$ cat src/verilog/adcc_params.svh
// Register offsets, field positions, reset values and timing of adcc.
`ifndef ADCC_PARAMS_SVH
`define ADCC_PARAMS_SVH
`define ADCC_OFF_CONVERSION_CONTROL_B 8'h04
`define ADCC_OFF_WINDOW_MONITOR_CONTROL 8'h08
`define ADCC_OFF_SOFTWARE_TRIGGER 8'h0C
`define ADCC_OFF_INCTRL 8'h10
`define ADCC_OFF_WINDOW_LOWER_THRESHOLD 8'h18
`define ADCC_OFF_WINDOW_UPPER_THRESHOLD 8'h1C
`define ADCC_OFF_GAIN_CALIBRATION_VALUE 8'h20
`define ADCC_OFF_OFFCAL 8'h24
`define ADCC_OFF_RESULT 8'h28
`define ADCC_OFF_INTFLAG 8'h2C
`define ADCC_OFF_INTMASK 8'h30
`define ADCC_MASK_CONVERSION_CONTROL_B 32'h0000_073F
`define ADCC_MASK_WINDOW_MONITOR_CONTROL 32'h0000_0007
`define ADCC_MASK_INCTRL 32'h0FFF_1F1F
`define ADCC_MASK_HALF 32'h0000_FFFF
`define ADCC_MASK_CAL 32'h0000_0FFF
`define ADCC_RST_CONVERSION_CONTROL_B 11'h000
`define ADCC_RST_WINDOW_MONITOR_CONTROL 3'h0
`define ADCC_RST_INCTRL 32'h0000_0000
`define ADCC_RST_GAIN_CALIBRATION_VALUE 12'h800
`define ADCC_RST_OFFCAL 12'h000
`define ADCC_RST_THRESH 16'h0000
`define ADCC_PRESC_LSB 8
`define ADCC_RESOLUTION_SELECT_LSB 4
`define ADCC_DIGITAL_CORRECTION_ON_BIT 3
`define ADCC_CONTINUOUS_CONVERSION_BIT 2
`define ADCC_LEFT_BIT 1
`define ADCC_DIFF_BIT 0
`define ADCC_START_BIT 1
`define ADCC_FLUSH_BIT 0
`define ADCC_GAIN_LSB 24
`define ADCC_OFFS_LSB 20
`define ADCC_SCAN_LSB 16
`define ADCC_NEGATIVE_INPUT_SELECT_LSB 8
`define ADCC_POSITIVE_INPUT_SELECT_LSB 0
`define ADCC_DIV_BASE 10'h004
`define ADCC_CORR_EXTRA 5'h02
`define ADCC_LAST_PIN 5'h13
`define ADCC_FIRST_INT 5'h18
`define ADCC_LAST_INT 5'h1C
`define ADCC_GAIN_MAX 4'h4
`define ADCC_GAIN_HALF 4'hF
`endif

$ cat src/verilog/adcc_pkg.sv
// Types shared by the adcc conversion control block.
package adcc_pkg;
  typedef enum logic [1:0] {ADCC_IDLE, ADCC_CONV, ADCC_DONE} adcc_state_e;
  typedef enum logic [1:0] {ADCC_RES12, ADCC_RES16, ADCC_RES10,
                            ADCC_RES8} adcc_res_e;
  typedef enum logic [2:0] {ADCC_WIN_OFF, ADCC_WIN_ABOVE, ADCC_WIN_BELOW,
                            ADCC_WIN_INSIDE, ADCC_WIN_OUTSIDE} adcc_win_e;
  typedef logic [15:0] adcc_result_t;
endpackage

$ cat src/verilog/adcc_ctrl.sv
// ADC conversion control with an AXI4-Lite register slave.
// Function
// (RULE1) Converter clock is peripheral clock divided by 4 shl prescaler code.
// (RULE2) Resolution code 0..3 gives 12, 16, 10 and 8 bit results.
// (RULE3) Correction applies offset and gain and adds offset-dependent ticks; 16-bit results are left uncorrected.
// (RULE4) Free-running relaunches after each conversion; else one per trigger.
// (RULE5) Left alignment puts the result in the top bits; right is default.
// (RULE6) Differential mode converts positive minus negative input.
// (RULE7) Window code 0 off, 1 above lower, 2 below upper threshold.
// (RULE8) Window code 3 strictly inside, 4 outside; 5 to 7 reserved.
// (RULE9) Writing start one launches; hardware clears it; other writes ignored.
// (RULE10) Flush restarts converter clock and aborts conversions in progress.
// (RULE11) After flush a pending or aborted conversion is launched afresh.
// (RULE12) Gain code 0..4 is 1x to 16x, 0xF is half, rest reserved.
// (RULE13) Positive input is base selection plus scan offset.
// (RULE14) Scan offset steps by one after each conversion.
// (RULE15) Scanning is on for nonzero count and covers count plus one inputs.
// (RULE16) Software keeps the scanned range within the present channels.
// (RULE17) Unused bits read zero and are never stored.
// (RULE18) Positive codes 0x00-0x13 are pins, 0x18-0x1C internal sources.
// (RULE19) Each new result is checked against the window condition.
`timescale 1ns/1ps
`include "adcc_params.svh"
module adcc_ctrl
  import adcc_pkg::*;
#(
  parameter int ADDR_W = 8
) (
  input wire logic sys_clk,
  input wire logic rst_b,
  input wire logic [ADDR_W-1:0] s_axi_awaddr,
  input wire logic s_axi_awvalid,
  output logic s_axi_awready,
  input wire logic [31:0] s_axi_wdata,
  input wire logic [3:0] s_axi_wstrb,
  input wire logic s_axi_wvalid,
  output logic s_axi_wready,
  output logic [1:0] s_axi_bresp,
  output logic s_axi_bvalid,
  input wire logic s_axi_bready,
  input wire logic [ADDR_W-1:0] s_axi_araddr,
  input wire logic s_axi_arvalid,
  output logic s_axi_arready,
  output logic [31:0] s_axi_rdata,
  output logic [1:0] s_axi_rresp,
  output logic s_axi_rvalid,
  input wire logic s_axi_rready,
  input wire logic [15:0] convData,
  output logic convClkEn,
  output logic convStart,
  output logic [4:0] positiveInputSelect,
  output logic [4:0] negativeInputSelect,
  output logic differentialInputSelect,
  output logic [3:0] gainStageSel,
  output logic gainStageValid,
  output logic posIsPin,
  output logic posIsInternal,
  output logic windowHit,
  output logic irq
);
  if (ADDR_W < 6 || ADDR_W > 32) begin : g_chk
    $error("adcc_ctrl: ADDR_W must lie in 6..32");
  end

  // ----------------------------------------------------------------
  // AXI4-Lite slave
  // ----------------------------------------------------------------
  logic awReady_q, wReady_q, bValid_q, arReady_q, rValid_q;
  logic [ADDR_W-1:0] awAddr_q;
  logic [31:0] wData_q, rData_q, rdVal, wBytes;
  logic [3:0] wStrb_q;
  logic [1:0] bResp_q, rResp_q;
  logic wrFire, rdOk, wrOk;
  logic wCtrlB, wWin, wSw, wIn, wLt, wUt, wGc, wOc, wFlag, wMsk;

  assign wrFire = !awReady_q && !wReady_q && !bValid_q;

  // Address and data are caught independently, so either may come first.
  always_ff @(posedge sys_clk or negedge rst_b) begin
    if (!rst_b) begin
      awReady_q <= 1'b1;
      wReady_q <= 1'b1;
      awAddr_q <= '0;
      wData_q <= 32'h0000_0000;
      wStrb_q <= 4'h0;
    end else begin
      if (s_axi_awvalid && awReady_q) begin
        awAddr_q <= s_axi_awaddr;
        awReady_q <= 1'b0;
      end else if (wrFire) begin
        awReady_q <= 1'b1;
      end
      if (s_axi_wvalid && wReady_q) begin
        wData_q <= s_axi_wdata;
        wStrb_q <= s_axi_wstrb;
        wReady_q <= 1'b0;
      end else if (wrFire) begin
        wReady_q <= 1'b1;
      end
    end
  end

  always_ff @(posedge sys_clk or negedge rst_b) begin
    if (!rst_b) begin
      bValid_q <= 1'b0;
      bResp_q <= 2'h0;
    end else if (wrFire) begin
      bValid_q <= 1'b1;
      bResp_q <= wrOk ? 2'h0 : 2'h2;
    end else if (s_axi_bready) begin
      bValid_q <= 1'b0;
    end
  end

  always_ff @(posedge sys_clk or negedge rst_b) begin
    if (!rst_b) begin
      arReady_q <= 1'b1;
      rValid_q <= 1'b0;
      rData_q <= 32'h0000_0000;
      rResp_q <= 2'h0;
    end else if (s_axi_arvalid && arReady_q) begin
      arReady_q <= 1'b0;
      rValid_q <= 1'b1;
      rData_q <= rdVal;
      rResp_q <= rdOk ? 2'h0 : 2'h2;
    end else if (rValid_q && s_axi_rready) begin
      rValid_q <= 1'b0;
      arReady_q <= 1'b1;
    end
  end

  assign s_axi_awready = awReady_q;
  assign s_axi_wready = wReady_q;
  assign s_axi_bvalid = bValid_q;
  assign s_axi_bresp = bResp_q;
  assign s_axi_arready = arReady_q;
  assign s_axi_rvalid = rValid_q;
  assign s_axi_rdata = rData_q;
  assign s_axi_rresp = rResp_q;

  assign wBytes = {{8{wStrb_q[3]}}, {8{wStrb_q[2]}},
                   {8{wStrb_q[1]}}, {8{wStrb_q[0]}}};
  assign wCtrlB = wrFire && awAddr_q == ADDR_W'(`ADCC_OFF_CONVERSION_CONTROL_B);
  assign wWin = wrFire && awAddr_q == ADDR_W'(`ADCC_OFF_WINDOW_MONITOR_CONTROL);
  assign wSw = wrFire && awAddr_q == ADDR_W'(`ADCC_OFF_SOFTWARE_TRIGGER);
  assign wIn = wrFire && awAddr_q == ADDR_W'(`ADCC_OFF_INCTRL);
  assign wLt = wrFire && awAddr_q == ADDR_W'(`ADCC_OFF_WINDOW_LOWER_THRESHOLD);
  assign wUt = wrFire && awAddr_q == ADDR_W'(`ADCC_OFF_WINDOW_UPPER_THRESHOLD);
  assign wGc = wrFire && awAddr_q == ADDR_W'(`ADCC_OFF_GAIN_CALIBRATION_VALUE);
  assign wOc = wrFire && awAddr_q == ADDR_W'(`ADCC_OFF_OFFCAL);
  assign wFlag = wrFire && awAddr_q == ADDR_W'(`ADCC_OFF_INTFLAG);
  assign wMsk = wrFire && awAddr_q == ADDR_W'(`ADCC_OFF_INTMASK);
  assign wrOk = wCtrlB || wWin || wSw || wIn || wLt || wUt || wGc || wOc
                || wFlag || wMsk
                || awAddr_q == ADDR_W'(`ADCC_OFF_RESULT);

  // Only bits inside the field mask are ever stored, so reserved bits
  // read back as zero whatever software writes.
  function automatic logic [31:0] mrg(input logic [31:0] old,
                                      input logic [31:0] fm);
    mrg = (old & ~(wBytes & fm)) | (wData_q & wBytes & fm); // RULE17
  endfunction

  // ----------------------------------------------------------------
  // Registers
  // ----------------------------------------------------------------
  logic [10:0] conversion_control_b_q;
  logic [2:0] window_monitor_control_q;
  logic [31:0] inCtrl_q, inNew;
  logic [15:0] winLow_q, winUp_q;
  logic [11:0] gain_calibration_value_q, offCal_q;
  logic [3:0] scanStart_q;
  logic startBit_q, flushBusy_q, flushPulse;
  adcc_result_t result_q;
  logic [1:0] flags_q, flags_d, mask_q;

  logic [2:0] prescaler;
  adcc_res_e resolutionSelect;
  logic digitalCorrectionOn, continuousConversion, resultAlignHigh;
  logic differentialSel;
  adcc_win_e windowCheckSelect;
  logic [3:0] scanPositionOffset, scanChannelCount;

  assign prescaler = conversion_control_b_q[`ADCC_PRESC_LSB +: 3];
  assign resolutionSelect = adcc_res_e'(conversion_control_b_q[`ADCC_RESOLUTION_SELECT_LSB +: 2]);
  assign digitalCorrectionOn = conversion_control_b_q[`ADCC_DIGITAL_CORRECTION_ON_BIT];
  assign continuousConversion = conversion_control_b_q[`ADCC_CONTINUOUS_CONVERSION_BIT];
  assign resultAlignHigh = conversion_control_b_q[`ADCC_LEFT_BIT];
  assign differentialSel = conversion_control_b_q[`ADCC_DIFF_BIT];
  assign windowCheckSelect = adcc_win_e'(window_monitor_control_q);
  assign scanPositionOffset = inCtrl_q[`ADCC_OFFS_LSB +: 4];
  assign scanChannelCount = inCtrl_q[`ADCC_SCAN_LSB +: 4];
  assign inNew = mrg(inCtrl_q, `ADCC_MASK_INCTRL);
  assign flushPulse = wSw && wData_q[`ADCC_FLUSH_BIT] && wStrb_q[0];

  always_ff @(posedge sys_clk or negedge rst_b) begin
    if (!rst_b) begin
      conversion_control_b_q <= `ADCC_RST_CONVERSION_CONTROL_B;
      window_monitor_control_q <= `ADCC_RST_WINDOW_MONITOR_CONTROL;
      winLow_q <= `ADCC_RST_THRESH;
      winUp_q <= `ADCC_RST_THRESH;
      gain_calibration_value_q <= `ADCC_RST_GAIN_CALIBRATION_VALUE;
      offCal_q <= `ADCC_RST_OFFCAL;
      mask_q <= 2'h0;
    end else begin
      if (wCtrlB)
        conversion_control_b_q <= 11'(mrg(32'(conversion_control_b_q), `ADCC_MASK_CONVERSION_CONTROL_B));
      if (wWin)
        window_monitor_control_q <= 3'(mrg(32'(window_monitor_control_q), `ADCC_MASK_WINDOW_MONITOR_CONTROL));
      if (wLt)
        winLow_q <= 16'(mrg(32'(winLow_q), `ADCC_MASK_HALF));
      if (wUt)
        winUp_q <= 16'(mrg(32'(winUp_q), `ADCC_MASK_HALF));
      if (wGc)
        gain_calibration_value_q <= 12'(mrg(32'(gain_calibration_value_q), `ADCC_MASK_CAL));
      if (wOc)
        offCal_q <= 12'(mrg(32'(offCal_q), `ADCC_MASK_CAL));
      if (wMsk)
        mask_q <= 2'(mrg(32'(mask_q), 32'h0000_0003));
    end
  end

  always_comb begin
    rdVal = 32'h0000_0000;
    rdOk = 1'b1;
    case (s_axi_araddr)
      ADDR_W'(`ADCC_OFF_CONVERSION_CONTROL_B): rdVal = 32'(conversion_control_b_q);
      ADDR_W'(`ADCC_OFF_WINDOW_MONITOR_CONTROL): rdVal = 32'(window_monitor_control_q);
      ADDR_W'(`ADCC_OFF_SOFTWARE_TRIGGER): rdVal = {30'h0, startBit_q, flushBusy_q};
      ADDR_W'(`ADCC_OFF_INCTRL): rdVal = inCtrl_q;
      ADDR_W'(`ADCC_OFF_WINDOW_LOWER_THRESHOLD): rdVal = 32'(winLow_q);
      ADDR_W'(`ADCC_OFF_WINDOW_UPPER_THRESHOLD): rdVal = 32'(winUp_q);
      ADDR_W'(`ADCC_OFF_GAIN_CALIBRATION_VALUE): rdVal = 32'(gain_calibration_value_q);
      ADDR_W'(`ADCC_OFF_OFFCAL): rdVal = 32'(offCal_q);
      ADDR_W'(`ADCC_OFF_RESULT): rdVal = 32'(result_q);
      ADDR_W'(`ADCC_OFF_INTFLAG): rdVal = 32'(flags_q);
      ADDR_W'(`ADCC_OFF_INTMASK): rdVal = 32'(mask_q);
      default: rdOk = 1'b0;
    endcase
  end

  // ----------------------------------------------------------------
  // Converter clock prescaler
  // ----------------------------------------------------------------
  logic [9:0] divCnt_q, divMax;
  logic convTick;

  assign divMax = (`ADCC_DIV_BASE << prescaler) - 10'h001; // RULE1
  // Comparing with >= lets a smaller prescaler take effect at once instead
  // of letting the counter run all the way round first.
  assign convTick = divCnt_q >= divMax;

  always_ff @(posedge sys_clk or negedge rst_b) begin
    if (!rst_b)
      divCnt_q <= 10'h000;
    else if (flushPulse || convTick)
      divCnt_q <= 10'h000; // RULE10
    else
      divCnt_q <= divCnt_q + 10'h001;
  end

  // ----------------------------------------------------------------
  // Conversion sequencing
  // ----------------------------------------------------------------
  adcc_state_e state_q;
  logic [4:0] tickCnt_q, convTicks, resBits;
  logic relaunch_q, launch, doneNow, scanActive;
  logic [4:0] posSel;

  assign launch = state_q == ADCC_IDLE && (startBit_q || relaunch_q)
                  && !flushPulse;
  assign doneNow = state_q == ADCC_DONE && !flushPulse;

  always_comb begin
    case (resolutionSelect) // RULE2
      ADCC_RES16: resBits = 5'd16;
      ADCC_RES10: resBits = 5'd10;
      ADCC_RES8: resBits = 5'd8;
      default: resBits = 5'd12;
    endcase
    convTicks = resBits;
    if (digitalCorrectionOn)
      convTicks = resBits + `ADCC_CORR_EXTRA + 5'(offCal_q[1:0]); // RULE3
  end

  always_ff @(posedge sys_clk or negedge rst_b) begin
    if (!rst_b) begin
      state_q <= ADCC_IDLE;
      tickCnt_q <= 5'h00;
    end else if (flushPulse) begin
      state_q <= ADCC_IDLE; // RULE10
    end else begin
      case (state_q)
        ADCC_IDLE: begin
          if (launch) begin
            state_q <= ADCC_CONV;
            tickCnt_q <= convTicks;
          end
        end
        ADCC_CONV: begin
          if (convTick) begin
            if (tickCnt_q == 5'h01)
              state_q <= ADCC_DONE;
            else
              tickCnt_q <= tickCnt_q - 5'h01;
          end
        end
        default: state_q <= ADCC_IDLE;
      endcase
    end
  end

  // A start written while the bit is still set is dropped on purpose.
  always_ff @(posedge sys_clk or negedge rst_b) begin
    if (!rst_b)
      startBit_q <= 1'b0;
    else if (wSw && wData_q[`ADCC_START_BIT] && wStrb_q[0] && !startBit_q)
      startBit_q <= 1'b1; // RULE9
    else if (launch)
      startBit_q <= 1'b0; // RULE9
  end

  always_ff @(posedge sys_clk or negedge rst_b) begin
    if (!rst_b) begin
      relaunch_q <= 1'b0;
      flushBusy_q <= 1'b0;
    end else begin
      flushBusy_q <= flushPulse;
      if (flushPulse)
        relaunch_q <= relaunch_q || state_q != ADCC_IDLE; // RULE11
      else if (launch)
        relaunch_q <= 1'b0;
      else if (doneNow && continuousConversion)
        relaunch_q <= 1'b1; // RULE4
    end
  end

  // ----------------------------------------------------------------
  // Input selection and scan
  // ----------------------------------------------------------------
  assign scanActive = scanChannelCount != 4'h0; // RULE15
  assign posSel = inCtrl_q[`ADCC_POSITIVE_INPUT_SELECT_LSB +: 5]
                  + 5'(scanPositionOffset); // RULE13

  always_ff @(posedge sys_clk or negedge rst_b) begin
    if (!rst_b) begin
      inCtrl_q <= `ADCC_RST_INCTRL;
      scanStart_q <= 4'h0;
    end else if (wIn) begin
      inCtrl_q <= inNew;
      scanStart_q <= inNew[`ADCC_OFFS_LSB +: 4];
    end else if (doneNow && scanActive) begin
      // Wrap after count plus one inputs back to the programmed offset.
      if (scanPositionOffset - scanStart_q == scanChannelCount) // RULE15
        inCtrl_q[`ADCC_OFFS_LSB +: 4] <= scanStart_q;
      else
        inCtrl_q[`ADCC_OFFS_LSB +: 4] <= scanPositionOffset + 4'h1; // RULE14
    end
  end

  // Mux settings are frozen at launch so a register write cannot
  // disturb a conversion that is already sampling.
  always_ff @(posedge sys_clk or negedge rst_b) begin
    if (!rst_b) begin
      convStart <= 1'b0;
      convClkEn <= 1'b0;
      positiveInputSelect <= 5'h00;
      negativeInputSelect <= 5'h00;
      differentialInputSelect <= 1'b0;
      gainStageSel <= 4'h0;
      gainStageValid <= 1'b1;
      posIsPin <= 1'b1;
      posIsInternal <= 1'b0;
    end else begin
      convStart <= launch;
      convClkEn <= convTick && !flushPulse;
      if (launch) begin
        positiveInputSelect <= posSel;
        negativeInputSelect <= inCtrl_q[`ADCC_NEGATIVE_INPUT_SELECT_LSB +: 5];
        differentialInputSelect <= differentialSel; // RULE6
        gainStageSel <= inCtrl_q[`ADCC_GAIN_LSB +: 4];
        gainStageValid <= inCtrl_q[`ADCC_GAIN_LSB +: 4] <= `ADCC_GAIN_MAX
          || inCtrl_q[`ADCC_GAIN_LSB +: 4] == `ADCC_GAIN_HALF; // RULE12
        posIsPin <= posSel <= `ADCC_LAST_PIN; // RULE18
        posIsInternal <= posSel >= `ADCC_FIRST_INT
                         && posSel <= `ADCC_LAST_INT; // RULE18
      end
    end
  end

  // ----------------------------------------------------------------
  // Result path and window monitor
  // ----------------------------------------------------------------
  logic [15:0] rawA_q, rawB_q;
  logic signed [13:0] offDiff;
  logic [11:0] clip12, corr12, val12;
  logic [23:0] prod;
  adcc_result_t newRes;
  logic winMatch;

  // The converter output comes from the analog side and is held stable
  // through the done state, so a plain two-stage capture suffices.
  always_ff @(posedge sys_clk or negedge rst_b) begin
    if (!rst_b) begin
      rawA_q <= 16'h0000;
      rawB_q <= 16'h0000;
    end else begin
      rawA_q <= convData;
      rawB_q <= rawA_q;
    end
  end

  always_comb begin
    offDiff = $signed({2'b00, rawB_q[11:0]})
              - $signed({{2{offCal_q[11]}}, offCal_q});
    if (offDiff < 0)
      clip12 = 12'h000;
    else if (offDiff > 14'sd4095)
      clip12 = 12'hFFF;
    else
      clip12 = offDiff[11:0];
    prod = 24'(clip12) * 24'(gain_calibration_value_q);
    corr12 = prod[23] ? 12'hFFF : prod[22:11];
    val12 = digitalCorrectionOn ? corr12 : rawB_q[11:0]; // RULE3
    case (resolutionSelect) // RULE2
      ADCC_RES16: newRes = rawB_q;
      ADCC_RES10: newRes = resultAlignHigh ? {val12[11:2], 6'h00}
                                           : {6'h00, val12[11:2]};
      ADCC_RES8: newRes = resultAlignHigh ? {val12[11:4], 8'h00}
                                          : {8'h00, val12[11:4]};
      default: newRes = resultAlignHigh ? {val12, 4'h0}
                                        : {4'h0, val12}; // RULE5
    endcase
    case (windowCheckSelect)
      ADCC_WIN_ABOVE: winMatch = newRes > winLow_q; // RULE7
      ADCC_WIN_BELOW: winMatch = newRes < winUp_q; // RULE7
      ADCC_WIN_INSIDE: winMatch = newRes > winLow_q
                                  && newRes < winUp_q; // RULE8
      ADCC_WIN_OUTSIDE: winMatch = !(newRes > winLow_q
                                     && newRes < winUp_q); // RULE8
      default: winMatch = 1'b0;
    endcase
  end

  // Flag bit 0 is result ready, bit 1 window hit; a new event beats a
  // write-one-to-clear in the same cycle.
  always_comb begin
    flags_d = flags_q;
    if (wFlag)
      flags_d = flags_q & ~(wData_q[1:0] & {2{wStrb_q[0]}});
    if (doneNow)
      flags_d = flags_d | {winMatch, 1'b1}; // RULE19
  end

  always_ff @(posedge sys_clk or negedge rst_b) begin
    if (!rst_b) begin
      result_q <= 16'h0000;
      flags_q <= 2'h0;
      windowHit <= 1'b0;
      irq <= 1'b0;
    end else begin
      if (doneNow)
        result_q <= newRes;
      flags_q <= flags_d;
      windowHit <= doneNow && winMatch; // RULE19
      irq <= |(flags_d & (wMsk ? 2'(mrg(32'(mask_q), 32'h3)) : mask_q));
    end
  end

  logic [9:0] gap_q;
  logic gapClean_q;
  always_ff @(posedge sys_clk or negedge rst_b) begin
    if (!rst_b) begin
      gap_q <= 10'h000;
      gapClean_q <= 1'b0;
    end else begin
      gap_q <= convClkEn ? 10'h000 : gap_q + 10'h001;
      gapClean_q <= (gapClean_q || convClkEn) && !flushPulse && !wCtrlB;
    end
  end
endmodule

$ cat config.mk
export PLATFORM = sky130hd
export DESIGN_NAME = adcc_ctrl
export DESIGN_NICKNAME = d
export VERILOG_FILES = /design/src/verilog/adcc_pkg.sv /design/src/verilog/adcc_ctrl.sv
export VERILOG_INCLUDE_DIRS = /design/src /design/src/verilog
export SDC_FILE = /design/constraint.sdc
export NUM_CORES = 1
export LEC_CHECK = 0
export BUFFER_PORTS_ARGS = -buffer_cell sky130_fd_sc_hd__buf_2
export CAP_MARGIN = 20
export CORE_ASPECT_RATIO = 1.5
export CORE_MARGIN = 3
export CORE_UTILIZATION = 60
export CTS_CLUSTER_SIZE = 16
export DETAILED_ROUTE_END_ITERATION = 8
export GPL_ROUTABILITY_DRIVEN = 0
export PLACE_DENSITY = 0.8
export REMOVE_ABC_BUFFERS = 1
export SLEW_MARGIN = 20
export SYNTH_ARGS = -nofsm -noshare
export SYNTH_HDL_FRONTEND = slang
export SYNTH_SLANG_ARGS = --single-unit
export TNS_END_PERCENT = 1
$ cat constraint.sdc
create_clock -name sys_clk -period 17.7 [get_ports sys_clk]
set_input_delay 1.77 -clock sys_clk [delete_from_list [all_inputs] [get_ports sys_clk]]
set_output_delay 1.77 -clock sys_clk [all_outputs]
set_load 0.1 [all_outputs]
==> flow_summary.ini, run 1 <==
[power]
leakagePower_nw = 9.90
ir_drop_mv = 0.149
powerDensity_nw_per_um2 = 126

[sta]
max_freq_ghz = 0.0777
period_minus_slack_ps = 12860
hold_slack_ps = 349
finalMaxSlewViolations = 0
relSlewSlack = 0.265
finClkSkew_ps = 12.3
worst_pin_slew_ps = 1100
timing.final.hold_violations = 0
rsz0062_at_grt = false
tns_ps = 0
setup_violations = 0
period_share = 0.727

[place]
io_buffers = 127
hpwl_um = 36900
place_area_um2 = 19200

[layout]
nFillCells = 2322
design_area_um2 = 20000
syn2layout_area_growth_pct = 9.92
nets = 2248
n_antenna_cell = 0
mostFrequentLayoutCells = nand2_1 (257), dfrtp_1 (257), inv_1 (193)
drive_above_1_share = 0.178
fin_util = 0.674

[yosys]
synthFlopType = dfrtp_1
synth_seq_area_share = 0.362
syn-mean-instance-area_um2 = 9.82
synth.top_cell.area_share = 0.354
ys_top_cells_by_area = dfrtp_1 (35%), fa_1 (11%), ha_1 (8.6%)
synth_edf_count = 0
ys_types = 85
yosysTopAreaCell = dfrtp_1
synth_area_um2 = 18200
netlist_instances = 1852
ys_async_sr_fraction = 1.00
yosysWarningCount = 0
ys_ff_latch = 263

[route]
wirelength_um = 49200
drtPass1Iterations = 6
drc = 0
final_antenna_net_count = 0
routed_via_density = 6.19
wire_per_inst_um = 20.9
dr.first_iter.drc_count = 1139
vias = 14600

[critical_path]
crit_path_end_kind = flop
cp_max_fo = 12
worstSetupStartpointType = flop
crit_buf_inv = 4
critical-path-max-stage-delay_ps = 890
slowest_stage = a21oi_1
path_common_cell = fa_1
arrival_ps = 13230
critical-path-top-delay-family = compound AO/OA/AOI/OAI gates
worstPathRequired_ps = 18060
crit_type = reg -> reg

[global_routing]
track_usage = 0.308
grt_max_degree = 133
grt_pass1_vias = 15500
overflow = 0
grt_pass1_wl_um = 79500
antenna_found_initial = 0

[clock_tree]
clk_latency_ps = 520
cts_buffer_depth = 3
cts_hold_buf = 0
post_cts_buffers = 0
path_clk_slew_ps = 70
cts_max_level = 1
post_cts_resized = 0
clock_sinks = 263
cts_root_buf = clkbuf_16
numCtsBuffers = 23
cts_tree = done

[floorplan]
die-area_um2 = 32500
core-area_um2 = 29700
die_w_um = 148
rows = 77
start_util = 0.613
fp.dieH_um = 219
ios = 138

[run]
maxCapViolCount = 0

[outcome]
status = finished, final reports clean

[worst_hold_path]
hold_path.class = reg -> reg
==> synthesized netlist by cell type (4+ instances only) <==
library cell and count:
dfstp_2 6, and2_1 60, or3_1 7, nor2b_1 15, buf_1 9, inv_1 193, a31oi_1 16, mux2_2 131
ha_1 125, o21ai_1 5, nand3b_1 4, a22oi_1 7, a211o_1 4, nand2_1 257, a221oi_1 16, dfrtp_1 257
nand3_1 28, o41ai_1 4, or2_2 7, o31ai_1 5, o21ai_0 72, and3_1 9, a21o_1 30, a221o_1 6
o211ai_1 9, nor2_1 96, a222oi_1 13, o21a_1 7, a21oi_1 74, mux2i_1 14, buf_4 7, a22o_1 12
xor2_1 13, nor3_1 29, nand4_1 12, clkbuf_1 67, fa_1 102, nor4_1 5, o22ai_1 4, nand2b_1 13
a211oi_1 11, xnor2_1 27
==> stage by stage <==
stage / total power [W] / std cells / setup WS [ps]
floorplan: 0.00163 / 1771 / 7300
global placement: 0.00192 / 2316 / 5350
detailed placement: 0.00197 / 2316 / 5070
CTS: 0.00252 / 2357 / 4940
global route: 0.00268 / 2357 / 4040
finish: 0.00253 / 2357 / 4840
==> layout make-up <==
class	instances	area [um2]	share of cell area
Timing Repair Buffer	150	818	0.0409
Tap cell	395	494	0.0247
Multi-Input combinational cell	1315	10600	0.528
Clock inverter	8	148	0.00739
Inverter	193	724	0.0362
Clock buffer	33	663	0.0332
Sequential cell	263	6590	0.330
==> final timing paths <==
check | startpoint | to | slack [ps] | depth (start not counted)
min in group asynchronous | rst_b | s_axi_rdata[16] | 1360 | 1
max in group asynchronous | rst_b | rawB_q[1] | 14140 | 3
min reg2reg | rawA_q[10] | rawB_q[10] | 350 | 0
max | flop | irq | 4840 | 42
max reg2reg | flop | irq | 4840 | 42
min | rawA_q[10] | rawB_q[10] | 350 | 0
==> routing by layer <==
layer	track usage	vias to the layer above	wire [um]	share of wire
li1	-	6491	-	-
met1	0.349	7236	17200	0.35
met2	0.549	637	25500	0.52
met3	0.0343	233	2750	0.056
met4	0.199	0	3700	0.075
met5	0	-	0	0
==> worst reg2reg max path, delay by kind of cell, from the launching register on <==
kind | cells | cell delay, ps
compound gates | 15 | 4510
fa+ha+maj | 9 | 4040
simple gates | 13 | 3130
flops | 1 | 510
buf+inv | 4 | 300
mux | 1 | 230
==> logic make-up (layout without fill, tap and decap cells) <==
group	count (synthesis)	after routing	share of synthesized area
buffers and inverters	279	384	0.0596
xor gates and xnor gates	40	40	0.0193
AOI/OAI and AO/OA	338	338	0.130
other	2	7	0.000413
and+or+nand+nor	558	558	0.142
adders and majority gates	227	227	0.198
muxes	145	145	0.0888
DFF	263	263	0.362
==> power breakdown <==
part / switching [W] / internal, W / leakage, nW / total (W)
combinational: 0.000711 / 0.000391 / 6.07 / 0.00110
clock: 0.000223 / 0.000320 / 0.398 / 0.000544
sequential: 0.000159 / 0.000724 / 3.44 / 0.000883
total: 0.00109 / 0.00144 / 9.90 / 0.00253
Power figures use the tool's default switching activity.
==> run 2, diff against run 1 <==
- clock period: 17.7 -> 12.65 ns (I/O delays scaled with it)
==> run 2 against run 1 <==
Effect of this change: flip-flop and latch count did not move; utilization down 0.12 points; hold slack got worse by 1.1 ps; sequential share of layout area rose by 0.058 points; critical path type unchanged; largest power group unchanged.
==> flow_summary.ini, run 2 (synthesized netlist as in run 1, its figures left out) <==
[route]
dr.first_iter.drc_count = 1042
vias = 14500
routed_via_density = 6.15
final_antenna_net_count = 0
wire_per_inst_um = 20.4
drc = 0
drtPass1Iterations = 6
wirelength_um = 48100

[global_routing]
grt_pass1_wl_um = 77700
track_usage = 0.300
antenna_found_initial = 0
grt_pass1_vias = 15300
grt_max_degree = 190
overflow = 0

[worst_hold_path]
hold_end = rawB_q[10]
hold_path.class = reg -> reg
hp-start = rawA_q[10]
holdPathStages = 0

[critical_path]
path_common_cell = fa_1
regToRegSetupSlack_ps = 740
r2r-end = flags_q[1]
cp_max_fo = 11
crit_type = reg -> reg
worstSetupStartpointType = flop
arrival_ps = 12290
slowest_stage = fa_1
critical-path-max-stage-delay_ps = 550
crit_path_end_kind = flop
worstPathRequired_ps = 13020
rr_worst_depth = 42

[layout]
stdcell_count = 2358
syn2layout_area_growth_pct = 9.73
nets = 2249
mostFrequentLayoutCells = nand2_1 (257), dfrtp_1 (257), inv_1 (193)
drive_above_1_share = 0.181
n_antenna_cell = 0

[clock_tree]
path_clk_slew_ps = 60
numCtsBuffers = 23
cts_tree = done
cts_hold_buf = 0
clock_sinks = 263
cts_root_buf = clkbuf_16
clk_latency_ps = 520
cts_max_level = 1
cts_buffer_depth = 3

[place]
dp_cells = 2317
io_buffers = 127
pre_cts_slack_ps = 419
hpwl_um = 36500

[floorplan]
rows = 77
fp.dieH_um = 219
core-area_um2 = 29700
die_w_um = 148
ios = 138
die-area_um2 = 32500
start_util = 0.613

[sta]
finalMaxSlewViolations = 0
period_share = 0.942
max_freq_ghz = 0.0839
relSlewSlack = 0.267
hold_slack_ps = 348
worst_pin_slew_ps = 1100
rsz0062_at_grt = false
tns_ps = 0
timing.final.hold_violations = 0
period_minus_slack_ps = 11910
finClkSkew_ps = 9.83
setup_ws_ps = 737
setup_violations = 0

[outcome]
status = finished, final reports clean

[power]
powerDensity_nw_per_um2 = 174
leakagePower_nw = 9.88
ir_drop_mv = 0.198

[run]
maxCapViolCount = 0
## run 2: changes by cell type in the layout (fill, tap and decap cells not counted), sizes merged
cell    delta
inv        +1
clkinv     +1
bufinv     -4
buf        +1
clkbuf     +2
## run 2: repair_timing
| item | 4_1_cts | 5_1_grt |
|---|---|---|
| gates resized for setup | 0 | 8 |
| endpoints found under the setup margin | 0 | 3 |
| setup buffers | 0 | 0 |
| endpoints found under the hold margin | 0 | 0 |
## run 2: cell type report
type | instances | area (um2)
inverters | 193 | 724
well taps | 395 | 494
flip-flops and latches | 263 | 6590
multi-input cells | 1315 | 10600
fillers | 2333 | 9720
clock inverters | 6 | 45.0
clock buffers | 35 | 681
repair buffers | 151 | 838
## run 2: routing by layer
layer  routed length (um)  global-route usage  part of all wire
met4                 3680               0.204             0.076
met2                24700               0.533              0.51
met3                 2700              0.0331             0.056
met1                17000               0.336              0.35
met5                    0                   0                 0
## run 2: how the worst max path moves through the flow
stage,startpoint,endpoint,slack [ps],depth (start not counted)
6_report,flop,flags_q[1],740,42
5_1_grt,flop,flags_q[1],50,44
4_1_cts,flop,flags_q[1],360,44
3_5_place_dp,flop,flags_q[1],420,44
3_3_place_gp,flop,irq,660,44
2_1_floorplan,flop,irq,2250,42
## run 2: per-stage QoR
step                cell area [um2]  total power [W]   util
floorplan                     17800          0.00228      -
global placement              19200          0.00269  0.647
detailed placement            19200          0.00275  0.647
CTS                           19900          0.00345  0.671
global route                  20000          0.00367  0.673
finish                        20000          0.00346  0.673
## run 2: where the power goes
group	internal (W)	switching [W]
registers	0.00101	0.000225
clock network	0.000374	0.000311
logic	0.000552	0.000988
total	0.00194	0.00152
## run 2: worst max-delay path, delay by kind of cell (launching register included)
family	cells	cell delay, ps
muxes	1	190
AOI/OAI and AO/OA	17	4180
DFF	1	500
buffers and inverters	3	400
and+or+nand+nor	12	2350
adders and majority gates	9	4110
